File: src/ttlp_pkg.sv
// Constants and types shared by the two-tap line pixel output block
`default_nettype none
package ttlp_pkg;

  // ==========================================================
  // Clock and timing
  localparam int unsigned CLK_MHZ = 10;
  localparam int unsigned DLY40_NS = 2650;
  localparam int unsigned DLY40_BIN_NS = 3250;
  localparam int unsigned DLY40_BIN_EDGE_NS = 3300;
  localparam int unsigned DLY80_NS = 2850;
  localparam int unsigned DLY80_EDGE_NS = 2900;
  localparam int unsigned DLY80_BIN_NS = 9500;
  localparam int unsigned DLY80_BIN_EDGE_NS = 9850;
  // Nearest whole cycle keeps every delay inside its band
  localparam logic [7:0] DLY40_CYC = 8'((DLY40_NS * CLK_MHZ + 500) / 1000);
  localparam logic [7:0] DLY40_BIN_CYC = 8'((DLY40_BIN_NS * CLK_MHZ + 500) / 1000);
  localparam logic [7:0] DLY40_BIN_EDGE_CYC = 8'((DLY40_BIN_EDGE_NS * CLK_MHZ + 500) / 1000);
  localparam logic [7:0] DLY80_CYC = 8'((DLY80_NS * CLK_MHZ + 500) / 1000);
  localparam logic [7:0] DLY80_EDGE_CYC = 8'((DLY80_EDGE_NS * CLK_MHZ + 500) / 1000);
  localparam logic [7:0] DLY80_BIN_CYC = 8'((DLY80_BIN_NS * CLK_MHZ + 500) / 1000);
  localparam logic [7:0] DLY80_BIN_EDGE_CYC = 8'((DLY80_BIN_EDGE_NS * CLK_MHZ + 500) / 1000);

  // ==========================================================
  // Line lengths in pixels
  localparam logic [12:0] PIX_4K = 13'h1000;
  localparam logic [12:0] PIX_2K = 13'h0800;

  // ==========================================================
  // Register byte offsets
  localparam logic [3:0] OFS_CTRL = 4'h0;
  localparam logic [3:0] OFS_REGION = 4'h4;
  localparam logic [3:0] OFS_EXPO = 4'h8;
  localparam logic [3:0] OFS_STATUS = 4'hC;

  // ==========================================================
  // Control field positions
  localparam int unsigned CTRL_DEPTH_LSB = 0;
  localparam int unsigned CTRL_BIN = 2;
  localparam int unsigned CTRL_FAST = 3;
  localparam int unsigned CTRL_SINGLE = 4;
  localparam int unsigned CTRL_EXPO_LSB = 5;
  localparam int unsigned CTRL_4K = 7;
  localparam int unsigned CTRL_REGION = 8;
  localparam int unsigned CTRL_EN = 9;
  localparam logic [9:0] CTRL_RST = 10'h002;
  localparam logic [12:0] REGION_RST = 13'h0800;
  localparam logic [15:0] EXPO_RST = 16'h0000;

  // Bit depth encodings
  typedef enum logic [1:0] {
    DEPTH_8 = 2'b00,
    DEPTH_10 = 2'b01,
    DEPTH_12 = 2'b10
  } ttlp_depth_t;

  // Exposure modes
  typedef enum logic [1:0] {
    EXPO_PROG = 2'b00,
    EXPO_EDGE = 2'b01,
    EXPO_LEVEL = 2'b10
  } ttlp_expo_t;

  // Line state machine
  typedef enum logic [1:0] {
    ST_IDLE = 2'b00,
    ST_DELAY = 2'b01,
    ST_ALIGN = 2'b10,
    ST_SEND = 2'b11
  } ttlp_state_t;

  localparam logic [1:0] RESP_OKAY = 2'b00;
  localparam logic [1:0] RESP_SLVERR = 2'b10;

endpackage : ttlp_pkg

`default_nettype wire

File: src/ttlp_out.sv
// Two-tap line pixel output formatter with AXI4-Lite control
//
// Implementation choices: the address map and the AXI4-Lite interface to the registers.
`timescale 1ns/1ps
`default_nettype none

module ttlp_out (
  input wire logic clk,
  input wire logic rst,
  // AXI4-Lite slave
  input wire logic [3:0] s_axi_awaddr,
  input wire logic s_axi_awvalid,
  output logic s_axi_awready,
  input wire logic [31:0] s_axi_wdata,
  input wire logic [3:0] s_axi_wstrb,
  input wire logic s_axi_wvalid,
  output logic s_axi_wready,
  output logic [1:0] s_axi_bresp,
  output logic s_axi_bvalid,
  input wire logic s_axi_bready,
  input wire logic [3:0] s_axi_araddr,
  input wire logic s_axi_arvalid,
  output logic s_axi_arready,
  output logic [31:0] s_axi_rdata,
  output logic [1:0] s_axi_rresp,
  output logic s_axi_rvalid,
  input wire logic s_axi_rready,
  // Pins and sensor side
  input wire logic pix_clk,
  input wire logic line_trig,
  input wire logic [11:0] pix_odd,
  input wire logic [11:0] pix_even,
  output logic pix_take,
  output logic [12:0] pix_index,
  output logic [7:0] port_a,
  output logic [7:0] port_b,
  output logic [7:0] port_c,
  output logic line_valid,
  output logic data_valid,
  output logic frame_valid,
  output logic spare,
  output logic tx_strobe,
  output logic pix_clk_fast
);
  import ttlp_pkg::*;

  // ==========================================================
  // Functions

  // Places two converter results on ports A, B, C for a depth
  function automatic logic [23:0] map_ports(input logic [1:0] depth, input logic [11:0] p1,
                                            input logic [11:0] p2);
    logic [23:0] r;
    r = 24'h000000;
    if (depth == DEPTH_12) begin
      r = {p2[7:0], p2[11:8], p1[11:8], p1[7:0]};
    end else if (depth == DEPTH_10) begin
      r = {p2[9:2], 2'b00, p2[11:10], 2'b00, p1[11:10], p1[9:2]};
    end else begin
      r = {8'h00, p2[11:4], p1[11:4]};
    end
    return r;
  endfunction : map_ports

  // Fixed part of the line valid delay in clock cycles
  function automatic logic [7:0] base_delay(input logic fast, input logic bin,
                                            input logic single, input logic [1:0] expo);
    logic edge_single;
    logic [7:0] r;
    edge_single = single && (expo == EXPO_EDGE);
    if (!fast && !bin) begin
      r = DLY40_CYC;
    end else if (!fast) begin
      r = edge_single ? DLY40_BIN_EDGE_CYC : DLY40_BIN_CYC;
    end else if (!bin) begin
      r = edge_single ? DLY80_EDGE_CYC : DLY80_CYC;
    end else begin
      r = edge_single ? DLY80_BIN_EDGE_CYC : DLY80_BIN_CYC;
    end
    return r;
  endfunction : base_delay

  // ==========================================================
  // Registers and state
  logic [9:0] ctrl_q;
  logic [12:0] region_q;
  logic [15:0] expo_q;
  logic [15:0] line_cnt_q;
  logic aw_hold_q;
  logic w_hold_q;
  logic [3:0] aw_addr_q;
  logic [31:0] w_data_q;
  logic [3:0] w_strb_q;
  logic pclk_m_q;
  logic pclk_s_q;
  logic pclk_p_q;
  logic trig_m_q;
  logic trig_s_q;
  logic trig_p_q;
  ttlp_state_t state_q;
  logic [16:0] dly_q;
  logic [1:0] depth_q;
  logic [11:0] words_q;
  logic [12:0] index_q;
  logic pclk_rise;
  logic trig_rise;
  logic [12:0] line_pix;
  logic do_write;

  // ==========================================================
  // Pin synchronisers
  always_ff @(posedge clk) begin
    if (rst) begin
      pclk_m_q <= 1'b0;
      pclk_s_q <= 1'b0;
      pclk_p_q <= 1'b0;
      trig_m_q <= 1'b0;
      trig_s_q <= 1'b0;
      trig_p_q <= 1'b0;
    end else begin
      pclk_m_q <= pix_clk;
      pclk_s_q <= pclk_m_q;
      pclk_p_q <= pclk_s_q;
      trig_m_q <= line_trig;
      trig_s_q <= trig_m_q;
      trig_p_q <= trig_s_q;
    end
  end

  // Edge events on the synchronised pins
  assign pclk_rise = pclk_s_q && !pclk_p_q;
  assign trig_rise = trig_s_q && !trig_p_q;

  // ==========================================================
  // AXI4-Lite write path: address and data taken in either order
  assign s_axi_awready = !aw_hold_q && !s_axi_bvalid;
  assign s_axi_wready = !w_hold_q && !s_axi_bvalid;
  assign do_write = aw_hold_q && w_hold_q;

  always_ff @(posedge clk) begin
    if (rst) begin
      aw_hold_q <= 1'b0;
      w_hold_q <= 1'b0;
      aw_addr_q <= 4'h0;
      w_data_q <= 32'h00000000;
      w_strb_q <= 4'h0;
      s_axi_bvalid <= 1'b0;
      s_axi_bresp <= RESP_OKAY;
    end else begin
      if (s_axi_awvalid && s_axi_awready) begin
        aw_hold_q <= 1'b1;
        aw_addr_q <= s_axi_awaddr;
      end
      if (s_axi_wvalid && s_axi_wready) begin
        w_hold_q <= 1'b1;
        w_data_q <= s_axi_wdata;
        w_strb_q <= s_axi_wstrb;
      end
      if (do_write) begin
        aw_hold_q <= 1'b0;
        w_hold_q <= 1'b0;
        s_axi_bvalid <= 1'b1;
        if (aw_addr_q == OFS_CTRL || aw_addr_q == OFS_REGION || aw_addr_q == OFS_EXPO) begin
          s_axi_bresp <= RESP_OKAY;
        end else begin
          s_axi_bresp <= RESP_SLVERR;
        end
      end else if (s_axi_bvalid && s_axi_bready) begin
        s_axi_bvalid <= 1'b0;
      end
    end
  end

  // Control registers, byte lanes honoured
  always_ff @(posedge clk) begin
    if (rst) begin
      ctrl_q <= CTRL_RST;
      region_q <= REGION_RST;
      expo_q <= EXPO_RST;
    end else if (do_write) begin
      if (aw_addr_q == OFS_CTRL) begin
        if (w_strb_q[0]) ctrl_q[7:0] <= w_data_q[7:0];
        if (w_strb_q[1]) ctrl_q[9:8] <= w_data_q[9:8];
      end else if (aw_addr_q == OFS_REGION) begin
        if (w_strb_q[0]) region_q[7:0] <= w_data_q[7:0];
        if (w_strb_q[1]) region_q[12:8] <= w_data_q[12:8];
      end else if (aw_addr_q == OFS_EXPO) begin
        if (w_strb_q[0]) expo_q[7:0] <= w_data_q[7:0];
        if (w_strb_q[1]) expo_q[15:8] <= w_data_q[15:8];
      end
    end
  end

  // ==========================================================
  // AXI4-Lite read path, answer one cycle after the address
  assign s_axi_arready = !s_axi_rvalid;

  always_ff @(posedge clk) begin
    if (rst) begin
      s_axi_rvalid <= 1'b0;
      s_axi_rdata <= 32'h00000000;
      s_axi_rresp <= RESP_OKAY;
    end else if (s_axi_arvalid && s_axi_arready) begin
      s_axi_rvalid <= 1'b1;
      s_axi_rresp <= RESP_OKAY;
      if (s_axi_araddr == OFS_CTRL) begin
        s_axi_rdata <= {22'h000000, ctrl_q};
      end else if (s_axi_araddr == OFS_REGION) begin
        s_axi_rdata <= {19'h00000, region_q};
      end else if (s_axi_araddr == OFS_EXPO) begin
        s_axi_rdata <= {16'h0000, expo_q};
      end else if (s_axi_araddr == OFS_STATUS) begin
        s_axi_rdata <= {line_cnt_q, 12'h000, depth_q, line_valid, state_q != ST_IDLE};
      end else begin
        s_axi_rdata <= 32'h00000000;
        s_axi_rresp <= RESP_SLVERR;
      end
    end else if (s_axi_rvalid && s_axi_rready) begin
      s_axi_rvalid <= 1'b0;
    end
  end

  // ==========================================================
  // Pixels per line from model, binning and region window
  always_comb begin
    if (ctrl_q[CTRL_REGION]) begin
      line_pix = region_q;
    end else begin
      line_pix = ctrl_q[CTRL_4K] ? PIX_4K : PIX_2K;
      if (ctrl_q[CTRL_BIN]) line_pix = {1'b0, line_pix[12:1]};
    end
  end

  // Speed setting drives the pixel clock selector
  assign pix_clk_fast = ctrl_q[CTRL_FAST];

  // ==========================================================
  // Line sequencer
  always_ff @(posedge clk) begin
    if (rst) begin
      state_q <= ST_IDLE;
      dly_q <= 17'h00000;
      depth_q <= DEPTH_12;
      words_q <= 12'h000;
      index_q <= 13'h0000;
      line_cnt_q <= 16'h0000;
    end else begin
      case (state_q)
        ST_IDLE: begin
          if (trig_rise && ctrl_q[CTRL_EN] && line_pix != 13'h0000) begin
            state_q <= ST_DELAY;
            depth_q <= ctrl_q[CTRL_DEPTH_LSB +: 2];
            words_q <= 12'(({1'b0, line_pix} + 14'h0001) >> 1);
            dly_q <= {9'h000, base_delay(ctrl_q[CTRL_FAST], ctrl_q[CTRL_BIN], ctrl_q[CTRL_SINGLE],
                                         ctrl_q[CTRL_EXPO_LSB +: 2])}
                     + ((ctrl_q[CTRL_EXPO_LSB +: 2] == EXPO_PROG) ? {1'b0, expo_q} : 17'h00000);
          end
        end
        ST_DELAY: begin
          if (dly_q <= 17'h00001) begin
            state_q <= ST_ALIGN;
          end
          dly_q <= dly_q - 17'h00001;
        end
        ST_ALIGN: begin
          if (pclk_rise) begin
            state_q <= ST_SEND;
            index_q <= 13'h0002;
            words_q <= words_q - 12'h001;
          end
        end
        ST_SEND: begin
          if (pclk_rise) begin
            if (words_q == 12'h000) begin
              state_q <= ST_IDLE;
              line_cnt_q <= line_cnt_q + 16'h0001;
            end else begin
              words_q <= words_q - 12'h001;
              index_q <= index_q + 13'h0002;
            end
          end
        end
        default: state_q <= ST_IDLE;
      endcase
    end
  end

  // Sensor side fetches a pixel pair when a word is launched
  assign pix_take = pclk_rise && (state_q == ST_ALIGN || (state_q == ST_SEND && words_q != 12'h000));
  assign pix_index = (state_q == ST_ALIGN) ? 13'h0000 : index_q;

  // ==========================================================
  // Transmitter X word, launched on pixel clock rising edges only
  always_ff @(posedge clk) begin
    if (rst) begin
      port_a <= 8'h00;
      port_b <= 8'h00;
      port_c <= 8'h00;
      line_valid <= 1'b0;
      data_valid <= 1'b0;
      tx_strobe <= 1'b0;
    end else begin
      tx_strobe <= pclk_s_q;
      if (pclk_rise) begin
        if (pix_take) begin
          {port_c, port_b, port_a} <= map_ports(depth_q, pix_odd, pix_even);
          line_valid <= 1'b1;
          data_valid <= 1'b1;
        end else begin
          {port_c, port_b, port_a} <= 24'h000000;
          line_valid <= 1'b0;
          data_valid <= 1'b0;
        end
      end
    end
  end

  // Frame valid and spare outputs are not used in this format
  assign frame_valid = 1'b0;
  assign spare = 1'b0;

  // ==========================================================
  // Assertions
  property p_flags_together;
    @(posedge clk) disable iff (rst) line_valid == data_valid;
  endproperty
  a_flags_together: assert property (p_flags_together) else $error("valid flags differ");

  property p_launch_on_edge;
    @(posedge clk) disable iff (rst) $changed(line_valid) |-> $past(pclk_rise);
  endproperty
  a_launch_on_edge: assert property (p_launch_on_edge) else $error("flag moved off edge");

  property p_idle_low;
    @(posedge clk) disable iff (rst) state_q != ST_SEND
      |-> !line_valid;
  endproperty
  a_idle_low: assert property (p_idle_low) else $error("valid high with no line");

  property p_map12;
    @(posedge clk) disable iff (rst) pix_take && depth_q == DEPTH_12
      |=> port_a == $past(pix_odd[7:0]) && port_c == $past(pix_even[7:0])
          && port_b == {$past(pix_even[11:8]), $past(pix_odd[11:8])};
  endproperty
  a_map12: assert property (p_map12) else $error("twelve bit mapping wrong");

  property p_map10;
    @(posedge clk) disable iff (rst) pix_take && depth_q == DEPTH_10
      |=> port_a == $past(pix_odd[9:2]) && port_b[3:2] == 2'b00 && port_b[7:6] == 2'b00;
  endproperty
  a_map10: assert property (p_map10) else $error("ten bit mapping wrong");

  property p_map8;
    @(posedge clk) disable iff (rst) pix_take && depth_q == DEPTH_8
      |=> port_a == $past(pix_odd[11:4]) && port_b == $past(pix_even[11:4]) && port_c == 8'h00;
  endproperty
  a_map8: assert property (p_map8) else $error("eight bit mapping wrong");

  property p_depth_stable;
    @(posedge clk) disable iff (rst) line_valid && $past(line_valid) |-> $stable(depth_q);
  endproperty
  a_depth_stable: assert property (p_depth_stable) else $error("depth changed in line");

  property p_trig_starts_delay;
    @(posedge clk) disable iff (rst) state_q == ST_IDLE && trig_rise && ctrl_q[CTRL_EN] && line_pix != 13'h0000
      |=> state_q == ST_DELAY && dly_q >= 17'(DLY40_CYC);
  endproperty
  a_trig_starts_delay: assert property (p_trig_starts_delay) else $error("trigger not taken");

  property p_first_pair;
    @(posedge clk) disable iff (rst) state_q == ST_ALIGN && pclk_rise |-> pix_index == 13'h0000 ##1 line_valid;
  endproperty
  a_first_pair: assert property (p_first_pair) else $error("first pair not sent");

  c_line_done: cover property (@(posedge clk) disable iff (rst) $fell(line_valid));
  c_eight_bit: cover property (@(posedge clk) disable iff (rst) line_valid && depth_q == DEPTH_8);
  c_fast_bin: cover property (@(posedge clk) disable iff (rst)
    state_q == ST_DELAY && ctrl_q[CTRL_FAST] && ctrl_q[CTRL_BIN]);

endmodule : ttlp_out

`default_nettype wire

File: config.mk
export PLATFORM = sky130hd
export DESIGN_NAME = ttlp_out
export DESIGN_NICKNAME = d
export VERILOG_FILES = /design/src/ttlp_pkg.sv /design/src/ttlp_out.sv
export SDC_FILE = /design/constraint.sdc
export NUM_CORES = 1
export LEC_CHECK = 0
export ABC_AREA = 1
export CORE_MARGIN = 2
export CORE_UTILIZATION = 60
export DETAILED_ROUTE_END_ITERATION = 10
export DONT_BUFFER_PORTS = 1
export GPL_TIMING_DRIVEN = 0
export PLACE_DENSITY = 0.76
export RECOVER_POWER = 50
export SYNTH_ARGS = -nofsm -noshare
export SYNTH_HDL_FRONTEND = slang
export SYNTH_SLANG_ARGS = --single-unit
File: constraint.sdc
create_clock -name clk -period 2.6 [get_ports clk]
set_clock_uncertainty 0.15 [all_clocks]
set_input_delay 0.52 -clock clk [delete_from_list [all_inputs] [get_ports clk]]
set_output_delay 0.52 -clock clk [all_outputs]
set_load 0.03 [all_outputs]
==> results.json, run 1 <==
{
  "outcome": "finished clean",
  "grt_max_degree": 19,
  "htreeDepth": 4,
  "vias": 10164,
  "cp_slowest_cell": "dfxtp_1",
  "slew_violations": 0,
  "rsz0062_at_grt": "true",
  "setup_viol": 0,
  "postSynthAreaPerCell_um2": 6.54,
  "placed_cell_area_mm2": 0.0104,
  "die_h_um": 134,
  "multiInputGateArea_mm2": 0.00541,
  "drive_gt1_share_pct": 5.50,
  "avgViaCountPerCell": 5.64,
  "grt_pass1_vias": 9161,
  "synthTopCellsByArea": "dfxtp_1 38%, nand2_1 12%, nor2_1 8.8%",
  "hpwl_um": 21500,
  "row_count": 47,
  "endpoint_kind": "output port",
  "worst_ir_drop_vdd_mv": 0.584,
  "max_stage_delay_ns": 0.35,
  "initial_utilization_pct": 61.1,
  "antenna_found_initial": 0,
  "register_area_mm2": 0.00383,
  "drt-total-wl_um": 29300,
  "final_util_pct": 66.9,
  "dieArea_mm2": 0.0179,
  "drt-initial-drc-count": 993,
  "grt_pass1_wl_um": 46800,
  "ant_nets": 0,
  "setup-tns-final_ns": 0,
  "nFillCells": 1496,
  "synth_top_area_share_pct": 37.8,
  "final_nets": 1667,
  "fin_hold_ws_ns": 0.0221,
  "yosysTopAreaCell": "dfxtp_1",
  "drt_pre_antenna_iters": 6,
  "cp_data_required_time_ns": 1.93,
  "maxCapViolCount": 0,
  "start_kind": "flop",
  "ys_async_sr_fraction_pct": 0,
  "synth_ff_type": "dfxtp_1",
  "io_pins": 162,
  "wl_per_cell_um": 16.3,
  "clk_latency_ns": 0.44,
  "max_freq_mhz": 385,
  "antenna_cells": 0,
  "synth_area_mm2": 0.0101,
  "syn_inst": 1546,
  "path_common_cell": "nand2_1",
  "overflow": 0,
  "cts_made_buffers": 17,
  "dp_slack_ns": -0.136,
  "ys_warn_count": 0,
  "synth_edf_count": 0,
  "cts-root-buf": "clkbuf_16",
  "drc": 0,
  "p_per_area_mw_per_mm2": 737,
  "core-area_mm2": 0.0165,
  "synthMostInstantiatedCell": "nand2_1",
  "cp.arrival_ns": 1.93,
  "power.leakage_nw": 4.47,
  "crit_fanout": 10,
  "max_slew.worst_pin.slew_ns": 0.908,
  "io_buffers": 0,
  "synthTopCellsByCount": "336 x nand2_1, 238 x nor2_1, 191 x dfxtp_1",
  "cts_sinks": 191,
  "yosysSeqAreaShare_pct": 37.8,
  "hold_class": "input pin to flop",
  "slew_headroom_pct": 39.5,
  "grt_util_all_layers_pct": 32.7,
  "synth.distinct_cells": 42,
  "area_delta_synth_final_pct": 9.47,
  "worstPathCellList": "inv_1, ha_1, nand2_2, nor2_4, nand2_1, nand2_1, a21oi_4, buf_8",
  "fin_crit_sh_pct": 99.8,
  "chipWidth_um": 134,
  "stdcell_area_mm2": 0.0111,
  "critPathKind": "flop to output port",
  "clk_pin_slew_worst_paths_ns": 0.08,
  "hold_viol": 0,
  "synth_seq_cells": 191,
  "min_period_ns": 2.60,
  "setup_ws_ns": 0.00498,
  "cts.path.max_buffers": 2,
  "gp_congestion": 1.03,
  "cts_tree": "yes"
}
## worst paths after layout
path	startpoint	to	slack, ns	depth (start not counted)
max	words_q[0]$_SDFFE_PP0P_	pix_take	0.005	8
min	line_trig	trig_m_q$_SDFF_PP0_	0.02	2
max reg2reg	ctrl_q[8]$_SDFFE_PP0P_	dly_q[11]$_SDFFE_PP0P_	0.13	15
min reg2reg	trig_m_q$_SDFF_PP0_	trig_s_q$_SDFF_PP0_	0.26	2
## flip-flops by register name, summed over array words and instances, names as in the netlist, 2 cells and up
name and count:
w_data_q 16, port_c 8, depth_q 2, words_q 12, ctrl_q 10, aw_addr_q 4, port_b 8, expo_q 16
dly_q 17, w_strb_q 2, region_q 13, s_axi_rdata 32, line_cnt_q 16, port_a 8, index_q 12, state_q 2
## report_power, final
| part | switching (mW) | internal (mW) | total (mW) |
|---|---|---|---|
| combinational | 1.47 | 0.739 | 2.20 |
| clock | 1.26 | 1.29 | 2.55 |
| sequential | 0.265 | 3.13 | 3.39 |
## final cells by class
class / count / share of cell area [%]
multi-input combinational: 1120 / 48.9
buffer: 67 / 2.98
tap: 220 / 2.49
clock inverter: 12 / 1.10
clock buffer: 20 / 4.04
sequential: 191 / 34.6
timing repair buffer: 1 / 0.0679
inverter: 170 / 5.77
## metrics by stage
stage,cells,total power [mW]
after floorplan,1550,5.11
after global placement,1770,5.54
after detailed placement,1770,5.58
after CTS,1802,8.11
after global routing,1801,8.59
final,1801,8.15
## critical path, delay by kind of cell, from the launching register on
| family | cells | cell delay, ns |
|---|---|---|
| AOI/OAI and AO/OA | 1 | 0.23 |
| and+or+nand+nor | 4 | 0.35 |
| DFF | 1 | 0.35 |
| adders and majority gates | 1 | 0.27 |
| buffers and inverters | 2 | 0.28 |
## placed cells by master, fill, tap and decap left out, drive strengths merged, types with 3 or more instances in the layout
cell and n:
nand4 15, o21ai 153, xnor2 10, conb 5, nor2 243, nand3 77, nand2 345, dfxtp 191
o22ai 16, clkinv 5, a211oi 3, nand3b 5, buf 17, clkbuf 71, inv 174, a21oi 155
clkinvlp 3, a22oi 4, xor2 8, o211ai 19, a31oi 3, nor3 26, ha 21, o21bai 5
## logic make-up (layout without fill, tap and decap cells)
family,Yosys count,after routing,share of synthesized area [%]
buf+inv,239,270,9.58
xor+xnor,18,18,1.56
other cells,1,5,0.0371
fa+ha+maj,22,22,2.80
compound gates,360,360,18.9
flops,191,191,37.8
simple gates,715,715,29.2
## per-layer routing
layer | GRT usage [%] | wire length, um | up-vias
met4 | 11.3 | 854 | 0
met2 | 50.1 | 12900 | 442
li1 | - | - | 5062
met3 | 8.41 | 2900 | 56
met5 | 0 | 0 | -
met1 | 44.8 | 12600 | 4604
## repair_timing
item                                   in CTS  in global routing
pin swaps                                   1                  2
gates resized for setup                     9                 26
setup buffers                               1                  0
setup endpoints to repair                  14                 37
hold buffers                                0                  0
endpoints found under the hold margin       0                  0
Power figures use the tool's default switching activity.
==> run 2, diff against run 1 <==
CORE_ASPECT_RATIO = 2   (was default)
TNS_END_PERCENT = 30   (was default)
==> run 2 against run 1 <==
Effect of this change: die area rose by 0.35%; flip-flop and latch count is the same; wire length grew 1.6%; total power grew 2.1%; critical path type unchanged.
==> results.json, run 2 (synthesis results as in run 1) <==
{
  "power.leakage_nw": 4.49,
  "report.power.total_mw": 8.32,
  "clk_pin_slew_worst_paths_ns": 0.08,
  "initial_utilization_pct": 60.9,
  "endpoint_kind": "output port",
  "max_freq_mhz": 386,
  "switching_share_pct": 36.5,
  "dp_slack_ns": -0.187,
  "drt-total-wl_um": 29700,
  "multiInputGateArea_mm2": 0.00541,
  "final_cell_mix": "333 x nand2_1, 227 x nor2_1, 189 x dfxtp_1, 168 x inv_1, 152 x a21oi_1",
  "stdcell_count": 1789,
  "fin_crit_sh_pct": 99.6,
  "comb_power_share_pct": 27.0,
  "internal_power_mw": 5.29,
  "hold_class": "input pin to flop",
  "outcome": "finished clean",
  "antenna_cells": 0,
  "min_period_ns": 2.59,
  "cts-root-buf": "clkbuf_16",
  "post-place-cells": 1757,
  "row_count": 67,
  "wl_per_cell_um": 16.6,
  "switchingPower_mw": 3.03,
  "final_nets": 1668,
  "overflow": 0,
  "ant_nets": 0,
  "htreeDepth": 4,
  "rsz0062_at_grt": "true",
  "cp.arrival_ns": 1.92,
  "grt_pass1_vias": 9551,
  "final_common_cell": "nand2_1",
  "reg.largest.list": "s_axi_rdata (32), dly_q (17)",
  "p_per_area_mw_per_mm2": 751,
  "power_frac_seq_pct": 40.8,
  "core-area_mm2": 0.0166,
  "cts_made_buffers": 17,
  "hold_viol": 0,
  "register_area_mm2": 0.00383,
  "holdBufCountCts": 0,
  "vias": 10256,
  "antenna_found_initial": 0,
  "cts_tree": "yes",
  "chipWidth_um": 95.8,
  "start_kind": "flop",
  "grt_max_degree": 19,
  "die_h_um": 188,
  "io_buffers": 0,
  "r2r_slack_ns": 0.08,
  "nFillCells": 1540,
  "cts.path.max_buffers": 2,
  "gp_congestion": 0.949,
  "drt-initial-drc-count": 770,
  "io_pins": 162,
  "cp_data_required_time_ns": 1.93,
  "cts_sinks": 191,
  "critPathKind": "flop to output port",
  "largest_reg_flops": 32,
  "slew_headroom_pct": 40.0,
  "max_slew.worst_pin.slew_ns": 0.900,
  "power_frac_clock_pct": 32.1,
  "drc": 0,
  "worst_ir_drop_vdd_mv": 0.556,
  "setup_ws_ns": 0.00926,
  "top_register": "s_axi_rdata",
  "grt_pass1_wl_um": 46900,
  "drt_pre_antenna_iters": 7,
  "grt_util_all_layers_pct": 33.4,
  "dieArea_mm2": 0.0180,
  "avgViaCountPerCell": 5.73,
  "maxCapViolCount": 0,
  "clk_latency_ns": 0.45,
  "area_delta_synth_final_pct": 9.57,
  "setup_viol": 0,
  "hpwl_um": 22500,
  "drive_gt1_share_pct": 5.69,
  "slew_violations": 0,
  "crit_fanout": 10
}
run 2: cell types whose count changed in the layout (fill, tap and decap cells not counted), sizes merged:
| cell | before | now |
|---|---|---|
| buf | 17 | 16 |
| clkinv | 5 | 4 |
| clkbuf | 71 | 73 |
| clkinvlp | 3 | 1 |
| bufinv | 0 | 1 |
| inv | 174 | 176 |
run 2: metrics by stage:
stage	setup TNS [ns]	instance area [um2]	util [%]	hold WS [ns]
2_1_floorplan	0	10100	-	0.238
3_3_place_gp	-0.565	10400	62.5	0.240
3_5_place_dp	-1.09	10400	62.5	0.249
4_1_cts	-0.624	11000	66.3	0.0177
5_1_grt	-0.555	11100	66.7	0.0155
6_report	0	11100	66.7	0.0247
run 2: final timing paths:
check / startpoint / endpoint / cells past startpoint
setup / recovery: state_q[0]$_SDFFE_PP0P_ / pix_index[6] / 4
hold / removal: line_trig / trig_m_q$_SDFF_PP0_ / 2
setup reg to reg: ctrl_q[2]$_SDFFE_PP0P_ / dly_q[8]$_SDFFE_PP0P_ / 12
hold reg to reg: trig_m_q$_SDFF_PP0_ / trig_s_q$_SDFF_PP0_ / 2
run 2: repair_timing:
| action | 4_1_cts | 5_1_grt |
|---|---|---|
| endpoints found under the setup margin | 23 | 33 |
| pin swaps | 1 | 0 |
| endpoints found under the hold margin | 0 | 0 |
| setup buffers | 1 | 0 |
| resized for setup | 9 | 29 |
run 2: metal layers:
layer / wire (um) / GRT usage (%)
met4: 1290 / 15.5
met3: 2220 / 6.35
met2: 14100 / 53.1
met5: 0 / 0
met1: 12200 / 43.1
run 2: power by group through the flow:
stage               clock network (mW)  registers [mW]  logic [mW]
floorplan                            0            3.40        1.71
global placement                     0            3.45        2.10
detailed placement                   0            3.46        2.17
CTS                               2.69            3.39        2.20
global route                      2.81            3.42        2.54
finish                            2.67            3.40        2.25
run 2: area by class of cell:
cell class | instances | area share [%]
clock inverters | 12 | 1.28
plain buffers | 68 | 3.00
well taps | 207 | 2.34
multi-input cells | 1120 | 48.9
inverters | 170 | 5.76
repair buffers | 1 | 0.0339
clock buffers | 20 | 4.13
flip-flops and latches | 191 | 34.6
run 2: critical path, cell delays in order (launching register included):
cell and delay (ns):
dfxtp_1 0.38, inv_1 0.09, ha_1 0.30, clkbuf_2 0.32, nor2_2 0.39
